$ cat src/logic/motor_sup_pkg.sv
package motor_sup_pkg;

  // register byte addresses
  localparam logic [11:0] ctrl_off       = 12'h000;
  localparam logic [11:0] fault_en_off   = 12'h004;
  localparam logic [11:0] fault_clr_off  = 12'h008;
  localparam logic [11:0] live_off       = 12'h00c;
  localparam logic [11:0] latched_off    = 12'h010;
  localparam logic [11:0] vd_ref_off     = 12'h014;
  localparam logic [11:0] vq_ref_off     = 12'h018;
  localparam logic [11:0] id_ref_off     = 12'h01c;
  localparam logic [11:0] iq_ref_off     = 12'h020;
  localparam logic [11:0] freq_off       = 12'h024;
  localparam logic [11:0] theta_init_off = 12'h028;
  localparam logic [11:0] speed_req_off  = 12'h02c;
  localparam logic [11:0] pos_req_off    = 12'h030;
  localparam logic [11:0] uv_thr_off     = 12'h034;
  localparam logic [11:0] ov_thr_off     = 12'h038;
  localparam logic [11:0] oc_thr_off     = 12'h03c;
  localparam logic [11:0] os_thr_off     = 12'h040;
  localparam logic [11:0] blk_thr_off    = 12'h044;
  localparam logic [11:0] blk_per_off    = 12'h048;
  localparam logic [11:0] pos_kp_off     = 12'h04c;
  localparam logic [11:0] state_off      = 12'h050;
  localparam logic [11:0] angle_off      = 12'h054;

  // control register fields
  localparam int ctrl_switch_bit = 0;
  localparam int ctrl_olcur_bit  = 1;
  localparam int ctrl_enc_bit    = 2;
  localparam int ctrl_mode_lsb   = 4;

  // fault bit positions
  localparam int f_oc  = 0;
  localparam int f_uv  = 1;
  localparam int f_ov  = 2;
  localparam int f_ol  = 3;
  localparam int f_os  = 4;
  localparam int f_blk = 5;

  localparam logic [7:0]  fault_en_rst  = 8'h3e;
  localparam logic [7:0]  fault_used    = 8'h3f;
  localparam logic [31:0] ctrl_rst      = 32'h0000_0000;
  localparam logic [15:0] blk_per_rst   = 16'h03e8;
  localparam logic [15:0] pos_kp_rst    = 16'h0100;
  localparam logic [15:0] oc_thr_rst    = 16'h7fff;
  localparam logic [15:0] ov_thr_rst    = 16'h7fff;
  localparam logic [15:0] os_thr_rst    = 16'h7fff;
  localparam logic [15:0] uv_thr_rst    = 16'h0000;
  localparam logic [15:0] blk_thr_rst   = 16'h0000;
  localparam logic [15:0] pos_window    = 16'h0010;
  localparam logic [15:0] curr_kp_shift = 16'h0004;

  typedef enum logic [2:0] {
    mode_open_loop = 3'h0,
    mode_voltage   = 3'h1,
    mode_current   = 3'h2,
    mode_speed     = 3'h3,
    mode_position  = 3'h4
  } ctrl_mode_t;

  typedef enum logic [3:0] {
    st_stop  = 4'b0001,
    st_spin  = 4'b0010,
    st_fault = 4'b0100,
    st_idle  = 4'b1000
  } drive_state_t;

endpackage : motor_sup_pkg

$ cat src/logic/motor_mode_fault_supervisor.sv
// What this block does
// - open-loop angle is initial plus integrated frequency
// - open loop applies voltages, or current loop
// - current-loop enable changes only outside spin
// - voltage mode uses observer angle, voltage refs
// - current mode: d sets flux, q torque
// - speed mode holds d current at zero
// - speed mode feedback selectable; nonzero request starts
// - position P loop, stops at target
// - position mode needs encoder feedback
// - enabled fault moves drive to fault state
// - live fault bits follow conditions
// - overcurrent bit 0, kills pwm at once
// - undervoltage bit 1 below threshold
// - overvoltage bit 2 above threshold
// - overload flagged at bit 3
// - overspeed bit 4 above threshold
// - blocked rotor bit 5 after period
// - sticky latched flag per fault, vector too
// - latched faults clear on writing one
// - non-overcurrent faults have indication enables
// - overcurrent always active, never masked
// - drive switch enables and disables all pwm
module motor_mode_fault_supervisor (
  input  wire logic               clk,          // 250 mhz control clock
  input  wire logic               rst,          // sync reset, active high
  input  wire logic [11:0]        paddr,        // apb address
  input  wire logic               psel,         // apb select
  input  wire logic               penable,      // apb access phase
  input  wire logic               pwrite,       // apb direction
  input  wire logic [31:0]        pwdata,       // apb write data
  output logic                    pready,       // apb ready
  output logic      [31:0]        prdata,       // apb read data
  output logic                    pslverr,      // apb error
  input  wire logic [15:0]        bus_current,  // dc-bus current, unsigned
  input  wire logic [15:0]        bus_voltage,  // dc-bus voltage, unsigned
  input  wire logic [15:0]        rotor_speed,  // speed magnitude
  input  wire logic [15:0]        back_emf,     // back-emf magnitude
  input  wire logic               overload_in,  // rotor overload condition
  input  wire logic [15:0]        observer_angle, // sensorless angle
  input  wire logic [15:0]        encoder_angle,  // encoder angle
  input  wire logic signed [31:0] rotor_position, // encoder position count
  input  wire logic signed [15:0] meas_id,      // measured d current
  input  wire logic signed [15:0] meas_iq,      // measured q current
  output logic                    pwm_enable,   // inverter outputs on
  output logic      [15:0]        elec_angle,   // angle to modulator
  output logic signed [15:0]      vd_out,       // d voltage command
  output logic signed [15:0]      vq_out,       // q voltage command
  output logic signed [15:0]      id_cmd,       // d current reference
  output logic signed [15:0]      iq_cmd,       // q current reference
  output logic                    current_loop_on, // inner loop active
  output logic                    speed_loop_on,   // outer speed loop active
  output logic signed [15:0]      speed_cmd     // speed reference
);

  logic [31:0] ctrl_q, ctrl_d;
  logic [7:0]  fault_en_q;
  logic [7:0]  latched_q;
  logic [7:0]  live;
  logic [15:0] vd_ref_q, vq_ref_q, id_ref_q, iq_ref_q, freq_q, theta_init_q;
  logic [15:0] speed_req_q, uv_thr_q, ov_thr_q, oc_thr_q, os_thr_q;
  logic [15:0] blk_thr_q, blk_per_q, pos_kp_q;
  logic [31:0] pos_req_q;
  logic [15:0] blk_cnt_q;
  logic [15:0] angle_q;
  logic        olcur_q;
  logic        pos_done_q;
  logic        pwm_q;
  logic signed [15:0] vd_q, vq_q, idc_q, iqc_q, spd_q;
  motor_sup_pkg::drive_state_t state_q, state_d;

  // apb decode, zero wait states
  wire acc      = psel & penable;
  wire wr       = acc & pwrite;
  wire wr_ctrl  = wr & (paddr == motor_sup_pkg::ctrl_off);
  wire wr_clr   = wr & (paddr == motor_sup_pkg::fault_clr_off);
  wire switch_on = ctrl_q[motor_sup_pkg::ctrl_switch_bit];
  wire enc_sel   = ctrl_q[motor_sup_pkg::ctrl_enc_bit];
  wire [2:0] mode_raw = ctrl_q[motor_sup_pkg::ctrl_mode_lsb +: 3];
  wire mode_pos  = (mode_raw == motor_sup_pkg::mode_position);
  wire mode_spd  = (mode_raw == motor_sup_pkg::mode_speed);
  wire mode_cur  = (mode_raw == motor_sup_pkg::mode_current);
  wire mode_vlt  = (mode_raw == motor_sup_pkg::mode_voltage);
  wire mode_ol   = (mode_raw == motor_sup_pkg::mode_open_loop);

  wire c_oc  = bus_current > oc_thr_q;
  wire c_uv  = bus_voltage < uv_thr_q;
  wire c_ov  = bus_voltage > ov_thr_q;
  wire c_os  = rotor_speed > os_thr_q;
  wire blk_low = back_emf < blk_thr_q;
  wire c_blk = blk_low & (blk_cnt_q > blk_per_q);
  wire [5:0] cond = {c_blk, c_os, overload_in, c_ov, c_uv, c_oc};

  // bits six and seven are zero
  assign live = {2'b00, cond & fault_en_q[5:0]} | {7'h00, c_oc};

  wire any_fault = |live;

  wire pos_ok = mode_pos & enc_sel;
  // speed mode runs only on nonzero request
  wire spd_go = mode_spd & (speed_req_q != 16'h0000);
  wire mode_ok = mode_ol | mode_vlt | mode_cur | spd_go | (pos_ok & ~pos_done_q);
  wire run_req = switch_on & mode_ok;

  wire signed [31:0] pos_err  = $signed(pos_req_q) - rotor_position;
  wire signed [47:0] pos_prod = pos_err * $signed(pos_kp_q);
  wire signed [15:0] pos_spd  = pos_prod[23:8];
  wire pos_in_win = (pos_err < $signed({16'h0000, motor_sup_pkg::pos_window}))
                  & (pos_err > -$signed({16'h0000, motor_sup_pkg::pos_window}));

  wire olcur_upd = wr_ctrl & (state_q != motor_sup_pkg::st_spin);
  always_comb begin
    ctrl_d = pwdata;
    ctrl_d[motor_sup_pkg::ctrl_olcur_bit] = olcur_upd ?
      pwdata[motor_sup_pkg::ctrl_olcur_bit] : olcur_q;
  end

  always_ff @(posedge clk) begin
    if (rst) begin
      ctrl_q <= motor_sup_pkg::ctrl_rst;
      olcur_q <= 1'b0;
    end else if (wr_ctrl) begin
      ctrl_q <= ctrl_d;
      olcur_q <= ctrl_d[motor_sup_pkg::ctrl_olcur_bit];
    end
  end

  // plain setting registers
  always_ff @(posedge clk) begin
    if (rst) begin
      fault_en_q   <= motor_sup_pkg::fault_en_rst;
      vd_ref_q     <= 16'h0000;
      vq_ref_q     <= 16'h0000;
      id_ref_q     <= 16'h0000;
      iq_ref_q     <= 16'h0000;
      freq_q       <= 16'h0000;
      theta_init_q <= 16'h0000;
      speed_req_q  <= 16'h0000;
      pos_req_q    <= 32'h0000_0000;
      uv_thr_q     <= motor_sup_pkg::uv_thr_rst;
      ov_thr_q     <= motor_sup_pkg::ov_thr_rst;
      oc_thr_q     <= motor_sup_pkg::oc_thr_rst;
      os_thr_q     <= motor_sup_pkg::os_thr_rst;
      blk_thr_q    <= motor_sup_pkg::blk_thr_rst;
      blk_per_q    <= motor_sup_pkg::blk_per_rst;
      pos_kp_q     <= motor_sup_pkg::pos_kp_rst;
    end else if (wr) begin
      case (paddr)
        motor_sup_pkg::fault_en_off:   fault_en_q   <= pwdata[7:0] & 8'h3e;
        motor_sup_pkg::vd_ref_off:     vd_ref_q     <= pwdata[15:0];
        motor_sup_pkg::vq_ref_off:     vq_ref_q     <= pwdata[15:0];
        motor_sup_pkg::id_ref_off:     id_ref_q     <= pwdata[15:0];
        motor_sup_pkg::iq_ref_off:     iq_ref_q     <= pwdata[15:0];
        motor_sup_pkg::freq_off:       freq_q       <= pwdata[15:0];
        motor_sup_pkg::theta_init_off: theta_init_q <= pwdata[15:0];
        motor_sup_pkg::speed_req_off:  speed_req_q  <= pwdata[15:0];
        motor_sup_pkg::pos_req_off:    pos_req_q    <= pwdata;
        motor_sup_pkg::uv_thr_off:     uv_thr_q     <= pwdata[15:0];
        motor_sup_pkg::ov_thr_off:     ov_thr_q     <= pwdata[15:0];
        motor_sup_pkg::oc_thr_off:     oc_thr_q     <= pwdata[15:0];
        motor_sup_pkg::os_thr_off:     os_thr_q     <= pwdata[15:0];
        motor_sup_pkg::blk_thr_off:    blk_thr_q    <= pwdata[15:0];
        motor_sup_pkg::blk_per_off:    blk_per_q    <= pwdata[15:0];
        motor_sup_pkg::pos_kp_off:     pos_kp_q     <= pwdata[15:0];
        default: ;
      endcase
    end
  end

  // clear copies live, so an event in the clear cycle survives
  // sticky capture, set beats clear
  // cleared by writing one to bit 0
  always_ff @(posedge clk) begin
    if (rst) begin
      latched_q <= 8'h00;
    end else if (wr_clr & pwdata[0]) begin
      latched_q <= live;
    end else begin
      latched_q <= latched_q | live;
    end
  end

  // saturates so a long stall never wraps back to zero
  // saturating low back-emf timer
  always_ff @(posedge clk) begin
    if (rst || !blk_low) begin
      blk_cnt_q <= 16'h0000;
    end else if (blk_cnt_q != 16'hffff) begin
      blk_cnt_q <= blk_cnt_q + 16'h0001;
    end
  end

  always_comb begin
    case (state_q)
      motor_sup_pkg::st_stop:  state_d = any_fault ? motor_sup_pkg::st_fault :
                                         run_req ? motor_sup_pkg::st_spin :
                                         motor_sup_pkg::st_stop;
      motor_sup_pkg::st_spin:  state_d = any_fault ? motor_sup_pkg::st_fault :
                                         run_req ? motor_sup_pkg::st_spin :
                                         motor_sup_pkg::st_stop;
      // leave fault only once conditions gone and switch off
      motor_sup_pkg::st_fault: state_d = (any_fault || switch_on) ?
                                         motor_sup_pkg::st_fault : motor_sup_pkg::st_stop;
      default:                 state_d = motor_sup_pkg::st_stop;
    endcase
  end

  always_ff @(posedge clk) begin
    if (rst) begin
      state_q <= motor_sup_pkg::st_stop;
    end else begin
      state_q <= state_d;
    end
  end

  // stop at target; rearmed by switching off
  always_ff @(posedge clk) begin
    if (rst || !switch_on) begin
      pos_done_q <= 1'b0;
    end else if (pos_ok && state_q == motor_sup_pkg::st_spin && pos_in_win) begin
      pos_done_q <= 1'b1;
    end
  end

  // angle integrator, freq in angle units per cycle
  always_ff @(posedge clk) begin
    if (rst || state_q != motor_sup_pkg::st_spin) begin
      angle_q <= theta_init_q;
    end else begin
      angle_q <= angle_q + freq_q;
    end
  end

  always_ff @(posedge clk) begin
    if (rst) begin
      pwm_q <= 1'b0;
    end else begin
      pwm_q <= switch_on & (state_d == motor_sup_pkg::st_spin);
    end
  end
  assign pwm_enable = pwm_q & ~c_oc;

  // current loops act on the reference error
  // proportional only: the gain is a fixed shift, no integrator
  wire signed [15:0] id_tgt = (mode_spd | mode_pos) ? 16'sh0000 : $signed(id_ref_q);
  wire signed [15:0] iq_tgt = (mode_spd | mode_pos) ? 16'sh0000 : $signed(iq_ref_q);
  wire signed [16:0] id_err = 17'(id_tgt) - 17'(meas_id);
  wire signed [16:0] iq_err = 17'(iq_tgt) - 17'(meas_iq);
  wire signed [16:0] id_corr = id_err >>> motor_sup_pkg::curr_kp_shift;
  wire signed [16:0] iq_corr = iq_err >>> motor_sup_pkg::curr_kp_shift;
  wire volt_direct = (mode_ol & ~olcur_q) | mode_vlt;
  // voltage mode always on the observer angle
  wire [15:0] fb_angle = (mode_vlt | ~enc_sel) ? observer_angle : encoder_angle;

  // reference routing per mode
  wire spin = (state_q == motor_sup_pkg::st_spin);
  always_ff @(posedge clk) begin
    if (rst || !spin) begin
      vd_q <= 16'sh0000;
      vq_q <= 16'sh0000;
      idc_q <= 16'sh0000;
      iqc_q <= 16'sh0000;
      spd_q <= 16'sh0000;
      current_loop_on <= 1'b0;
      speed_loop_on <= 1'b0;
      elec_angle <= 16'h0000;
    end else begin
      elec_angle <= mode_ol ? angle_q : fb_angle;
      // voltages, or currents when loop enabled
      vd_q <= volt_direct ? $signed(vd_ref_q) : $signed(id_corr[15:0]);
      vq_q <= volt_direct ? $signed(vq_ref_q) : $signed(iq_corr[15:0]);
      current_loop_on <= (mode_ol & olcur_q) | mode_cur | mode_spd | mode_pos;
      speed_loop_on <= mode_spd | mode_pos;
      // d ref flux, signed q ref torque
      // d current zero in speed loops
      idc_q <= id_tgt;
      iqc_q <= iq_tgt;
      spd_q <= mode_pos ? pos_spd : $signed(speed_req_q);
    end
  end
  assign vd_out = vd_q;
  assign vq_out = vq_q;
  assign id_cmd = idc_q;
  assign iq_cmd = iqc_q;
  assign speed_cmd = spd_q;

  // read mux
  always_comb begin
    case (paddr)
      motor_sup_pkg::ctrl_off:       prdata = ctrl_q;
      motor_sup_pkg::fault_en_off:   prdata = {24'h0, fault_en_q | 8'h01};
      motor_sup_pkg::fault_clr_off:  prdata = 32'h0;
      motor_sup_pkg::live_off:       prdata = {24'h0, live};
      motor_sup_pkg::latched_off:    prdata = {24'h0, latched_q};
      motor_sup_pkg::vd_ref_off:     prdata = {16'h0, vd_ref_q};
      motor_sup_pkg::vq_ref_off:     prdata = {16'h0, vq_ref_q};
      motor_sup_pkg::id_ref_off:     prdata = {16'h0, id_ref_q};
      motor_sup_pkg::iq_ref_off:     prdata = {16'h0, iq_ref_q};
      motor_sup_pkg::freq_off:       prdata = {16'h0, freq_q};
      motor_sup_pkg::theta_init_off: prdata = {16'h0, theta_init_q};
      motor_sup_pkg::speed_req_off:  prdata = {16'h0, speed_req_q};
      motor_sup_pkg::pos_req_off:    prdata = pos_req_q;
      motor_sup_pkg::uv_thr_off:     prdata = {16'h0, uv_thr_q};
      motor_sup_pkg::ov_thr_off:     prdata = {16'h0, ov_thr_q};
      motor_sup_pkg::oc_thr_off:     prdata = {16'h0, oc_thr_q};
      motor_sup_pkg::os_thr_off:     prdata = {16'h0, os_thr_q};
      motor_sup_pkg::blk_thr_off:    prdata = {16'h0, blk_thr_q};
      motor_sup_pkg::blk_per_off:    prdata = {16'h0, blk_per_q};
      motor_sup_pkg::pos_kp_off:     prdata = {16'h0, pos_kp_q};
      motor_sup_pkg::state_off:      prdata = {28'h0, state_q};
      motor_sup_pkg::angle_off:      prdata = {16'h0, angle_q};
      default:                       prdata = 32'h0;
    endcase
  end
  // every register answers at once, no wait states
  assign pready = 1'b1;
  assign pslverr = 1'b0;

endmodule : motor_mode_fault_supervisor

$ cat config.mk
export PLATFORM = sky130hd
export DESIGN_NAME = motor_mode_fault_supervisor
export DESIGN_NICKNAME = d
export VERILOG_FILES = /design/src/logic/motor_sup_pkg.sv /design/src/logic/motor_mode_fault_supervisor.sv
export SDC_FILE = /design/constraint.sdc
export NUM_CORES = 2
export LEC_CHECK = 0
export ABC_AREA = 1
export BUFFER_PORTS_ARGS = -buffer_cell sky130_fd_sc_hd__buf_2
export CORE_ASPECT_RATIO = 2
export CORE_MARGIN = 1
export CORE_UTILIZATION = 50
export CTS_CLUSTER_DIAMETER = 30
export DETAILED_ROUTE_END_ITERATION = 8
export PLACE_DENSITY = 0.7
export SLEW_MARGIN = 20
export SYNTH_ARGS = -nofsm -noshare
export SYNTH_HDL_FRONTEND = slang
export SYNTH_SLANG_ARGS = --single-unit
$ cat constraint.sdc
create_clock -name clk -period 11.36 [get_ports clk]
set_input_delay 2.272 -clock clk [delete_from_list [all_inputs] [get_ports clk]]
set_output_delay 2.272 -clock clk [all_outputs]
set_load 0.02 [all_outputs]
# Yosys cells after proc, flatten, opt, wreduce, memory -nomap -nowiden
# Cells that the tools add are included.
dict set report op_classes {
  mul 1
  n_reduce_logical 31
  muxes 15
  n_lt_le_gt_ge 8
  addsub 5
  bitwise_logic 33
  n_eq_ne 31
}
# cell n
set op_table {}
lappend op_table {{32-bit case mux with 21 select lines} 1}
lappend op_table {{16-bit two-way mux} 8}
lappend op_table {{12-bit by 6-bit equality test with 1-bit output, second input constant} 8}
lappend op_table {{12-bit by 7-bit equality test with 1-bit output, second input constant} 6}
lappend op_table {{16-bit greater-than comparator} 4}
lappend op_table {{12-bit by 5-bit equality test with 1-bit output, second input constant} 4}
lappend op_table {{16-bit by 16-bit subtractor with 17-bit output} 2}
lappend op_table {{32-bit by 5-bit greater-than comparator with 1-bit output, second input constant} 1}
lappend op_table {{16-bit less-than comparator} 2}
lappend op_table {{32-bit by 6-bit less-than comparator with 1-bit output, second input constant} 1}
lappend op_table {{32-bit by 16-bit multiplier with 24-bit output} 1}
lappend op_table {{2-bit AND reduction} 16}
lappend op_table {{32-bit subtractor} 1}
lappend op_table {{12-bit by 4-bit equality test with 1-bit output, second input constant} 2}
lappend op_table {{16-bit by 1-bit adder with 16-bit output, second input constant} 1}
lappend op_table {{16-bit adder} 1}
lappend op_table {{1-bit bitwise AND} 16}
lappend op_table {{16-bit inequality test, second input constant} 1}
lappend op_table {{16-bit nonzero test} 1}
lappend op_table {{12-bit by 3-bit equality test with 1-bit output, second input constant} 1}
lappend op_table {{12-bit zero test} 1}
lappend op_table {{1-bit bitwise OR} 10}
lappend op_table {{4-bit by 2-bit equality test with 1-bit output, second input constant} 2}
lappend op_table {{8-bit two-way mux} 1}
lappend op_table {{20 further kinds} 32}
dict set report totals {
  word_cells 156
  out_inout_bits 133
  ff_bits 438
  in_bits 210
}

# Longest topological paths before layout
dict set report depth {
  ltp_word 11
  mapped_depth 40
}

# Worst setup path before layout
# Ideal clock, no wire load.
dict set report synth_timing {
  path_kind {input to register}
  startpoint {in rotor_position[0]}
  endpoint {reg spd_q[15] (netlist: speed_cmd[15])}
  stages 31
  setup_slack_ps 2806
  t_arrival_ps 8490
  path_cell_list {ha_1 -> fa_1 -> inv_1 -> nand3_1 -> nand2_2 -> nand3_1 -> nand3_2 -> nand2_1 -> nand2_1 -> nor2_1 -> fa_1 -> inv_1 -> fa_1 -> fa_1 -> inv_1 -> fa_1 -> fa_1 -> inv_1 -> fa_1 -> inv_1 -> ha_1 -> a21oi_1 -> o21ai_0 -> a211oi_1 -> o21ai_0 -> a41oi_1 -> xor2_1 -> nand3_1 -> nand2_1 -> nor2_1 -> nor2_1}
}
dict set report synth_via {
  elab_chain_cells 3
}
# item line
set synth_rtl {}
lappend synth_rtl {{start, declared} motor_mode_fault_supervisor.sv:42} ;# input wire logic signed [31:0] rotor_position,
lappend synth_rtl {{32-bit subtractor} motor_mode_fault_supervisor.sv:105} ;# wire signed [31:0] pos_err = $signed(pos_req_q) - rotor_position;
lappend synth_rtl {{32-bit by 16-bit multiplier with 24-bit output} motor_mode_fault_supervisor.sv:106} ;# wire signed [47:0] pos_prod = pos_err * $signed(pos_kp_q);
lappend synth_rtl {{16-bit two-way mux} motor_mode_fault_supervisor.sv:278} ;# spd_q <= mode_pos ? pos_spd : $signed(speed_req_q);
lappend synth_rtl {{end signal, assigned} motor_mode_fault_supervisor.sv:278}
lappend synth_rtl {{end, declared} motor_mode_fault_supervisor.sv:69} ;# logic signed [15:0] vd_q, vq_q, idc_q, iqc_q, spd_q;
# Every way passes these cells.
# A chain may end at the register's enable or synchronous reset.

# Final worst setup path
# Same ends and word-level chain as after synthesis.

==> results.ini <==
[synth]
synthesis.nets = 4964
mappedNetlistArea_um2 = 31700
synthesized_instance_count = 4317
synth.most_common_cell = sky130_fd_sc_hd__inv_1
post_synth_main_area_contributors = sky130_fd_sc_hd__dfxtp_1 27%, sky130_fd_sc_hd__fa_1 12%, sky130_fd_sc_hd__inv_1 10%
ys_async_sr_fraction_pct = 0
netlist_top_cells_count = 857 x sky130_fd_sc_hd__inv_1, 563 x sky130_fd_sc_hd__nand2_1, 434 x sky130_fd_sc_hd__dfxtp_1, 420 x sky130_fd_sc_hd__a21oi_1, 339 x sky130_fd_sc_hd__o21ai_0
post-synth-top-area-fraction_pct = 27.4
synth.lib_cells_used.distinct = 59
synth_seq_area_share_pct = 27.4
yosys_reg_bits = 434
yosys_warnings = 0
synth.avg_cell_area_um2 = 7.35
synth-edff-count = 0
synthFlopType = sky130_fd_sc_hd__dfxtp_1
netlist.top_cell.by_area = sky130_fd_sc_hd__dfxtp_1

[floorplanning]
die-height_um = 358
rows = 130
core-area_um2 = 62800
start_util_pct = 50.5
design.die.area_um2 = 64500
design.portCount = 343
fp.dieW_um = 180

[cells_and_area]
area.growth.synth_to_final_pct = 15.1
largestRegisters = ctrl_q: 32 flops, pos_req_q: 32 flops
num-nets-final = 5228
layout-drive-gt1-share_pct = 13.1
final_design_area_no_fill_um2 = 36500

[sta]
post-route-worst-setup-slack_ns = 2.02
fin_tns_setup_ns = 0
timing.max_slew.rel_slack_pct = 13.5
max_slew.worst_pin.slew_ns = 1.30
finClkSkew_ns = 0.0355
final_min_period_over_clock_period_pct = 82.2
grt_setup_unrepaired = false
final-setup-viol-count = 0
final_number_of_hold_violating_endpoints = 0
final_max_slew_viol_count = 0
final_period_minus_worst_setup_slack_ns = 9.34
max_freq_mhz = 107

[cts]
clk_pin_slew_worst_paths_ns = 0.06
postCtsHoldBufs = 0
cts_tree = yes
clockRootBuffer = sky130_fd_sc_hd__clkbuf_16
htree_num_levels = 3
number_of_sinks_on_the_clock_net = 434
cts_buffer_count = 69
clock_latency_ns = 0.68
cts_setup_buffers = 0
cts_repair_resize_count = 0
cts.path.max_buffers = 3

[power]
power.share.sequential_pct = 37.3
cellLeakagePower_uw = 0.0176
irDropWorstVdd_mv = 0.126
power.switching_fraction_pct = 28.1
power_frac_comb_pct = 7.9
power_frac_clock_pct = 54.8
power_uw = 4090
p_int_uw = 2940
power_density_over_the_cells_nw_per_um2 = 112
net-switching-power_uw = 1150

[setup_path]
worstSetupEndpoint = speed_cmd[15]
worstRegToRegCells = 28
cpMostUsedCell = sky130_fd_sc_hd__fa_1
timing.rr.end = speed_cmd[15]
critical_path.slowest_cell = sky130_fd_sc_hd__xor2_2
worst_ep_arrival_time_ns = 9.94
critical-path-max-stage-delay_ns = 0.58
path_class = primary input to register
end_kind = register
worst_setup_path_start_kind = primary input
worst_r2r_startpoint = pos_req_q[0]
critical_path.startpoint = rotor_position[0]
ff2ff_setup_slack_ns = 3.41
crit_path_max_fanout = 10
critical_path_required_ns = 11.96

[drt]
route.detailed.vias_per_inst = 6.11
final_antenna_net_count = 0
drt-total-wl_mm = 162
post_drt_wl_per_cell_um = 29.7
drt_iter0_drc = 3559
drt_first_pass_iters = 6
overall_via_count_from_detail_route = 33300
drc_errors = 0

[job]
max_cap_viol_count = 0

[placement]
placement.cell_area_um2 = 34000
numPortBuffers = 340
post-place-ws_ns = 1.70
globalplace.congestion = 1.11
post_detail_place_hpwl_mm = 124

[global_route]
grt_start_max_net_pins = 113
globalRouteOverflowTotal = 0
grt_pass1_vias = 32800
globalRouteTotalUtil_pct = 50.6
grt_antenna_before_repair = 25
grt_pass1_wl_mm = 227

[run_status]
status = finished, final reports clean

[hold_path]
hold_depth = 2
worstHoldPathType = register to register

## cell families after synthesis
group | count (synthesis) | share of synthesized area, %
xor gates and xnor gates | 73 | 2.22
and+or+nand+nor | 1241 | 17.0
DFF | 434 | 27.4
AOI/OAI and AO/OA | 1061 | 18.8
buffers and inverters | 1069 | 12.8
adders and majority gates | 437 | 21.8
other | 2 | 0.0237
## worst min-delay path by stage
stage                from         end  slack, ns
2_1_floorplan  pos_done_q  pos_done_q       0.43
3_3_place_gp   ctrl_q[20]  ctrl_q[20]       0.44
3_5_place_dp   ctrl_q[17]  ctrl_q[17]       0.44
4_1_cts        ctrl_q[28]  ctrl_q[28]       0.45
5_1_grt        ctrl_q[17]  ctrl_q[17]       0.47
6_report       ctrl_q[17]  ctrl_q[17]       0.45
## power groups by stage
stage               Sequential [uW]  Clock [uW]  Combinational, uW
finish                         1530        2240                322
global route                   1530        2310                339
CTS                            1530        2230                307
detailed placement             1560           0                305
global placement               1560           0                303
floorplan                      1560           0                163
## worst max-delay path, delay by kind of cell
| family | cells | cell delay, ns |
|---|---|---|
| simple gates | 7 | 0.69 |
| fa+ha+maj | 9 | 4.44 |
| compound gates | 5 | 1.02 |
| xor+xnor | 2 | 0.79 |
| buf+inv | 5 | 0.70 |
## metal layers
| layer | track usage [%] | vias up | part of all wire [%] |
|---|---|---|---|
| li1 | - | 14600 | - |
| met1 | 44.4 | 15500 | 29 |
| met2 | 83.9 | 2199 | 46 |
| met3 | 16.4 | 1004 | 9.4 |
| met4 | 63.1 | 6 | 15 |
| met5 | 0.0741 | - | 0.023 |
## per-stage QoR
step                instances  utilization [%]  hold slack, ns
floorplan                4317                -           0.427
CTS                      5429             58.0           0.454
detailed placement       5301             54.1           0.445
global placement         5301             54.1           0.439
global route             5443             58.1           0.469
finish                   5453             58.2           0.452
## cell usage in the layout (no fill, tap or decap), types with 11 or more instances in the layout
master and instances:
sky130_fd_sc_hd__a211oi_1 17, sky130_fd_sc_hd__a21o_1 11, sky130_fd_sc_hd__a21oi_1 420, sky130_fd_sc_hd__a221oi_1 13, sky130_fd_sc_hd__buf_2 340, sky130_fd_sc_hd__buf_4 32
sky130_fd_sc_hd__clkbuf_16 69, sky130_fd_sc_hd__clkinv_1 11, sky130_fd_sc_hd__dfxtp_1 434, sky130_fd_sc_hd__diode_2 23, sky130_fd_sc_hd__fa_1 193, sky130_fd_sc_hd__ha_1 244
sky130_fd_sc_hd__inv_1 854, sky130_fd_sc_hd__inv_2 24, sky130_fd_sc_hd__nand2_1 561, sky130_fd_sc_hd__nand2_2 35, sky130_fd_sc_hd__nand3_1 152, sky130_fd_sc_hd__nand4_1 37
sky130_fd_sc_hd__nor2_1 315, sky130_fd_sc_hd__nor3_1 74, sky130_fd_sc_hd__nor4_1 22, sky130_fd_sc_hd__o2111ai_1 12, sky130_fd_sc_hd__o211ai_1 86, sky130_fd_sc_hd__o21ai_0 337
sky130_fd_sc_hd__o22ai_1 102, sky130_fd_sc_hd__xnor2_1 22, sky130_fd_sc_hd__xor2_1 44
## area by class of cell
type | instances | area, um2
Sequential cell | 434 | 8690
Tap cell | 792 | 991
Multi-Input combinational cell | 2814 | 19000
Inverter | 890 | 3350
Clock buffer | 81 | 1840
Clock inverter | 47 | 612
Antenna cell | 23 | 57.6
Fill cell | 6088 | 26300
Timing Repair Buffer | 372 | 1940
Power figures use the tool's default switching activity.
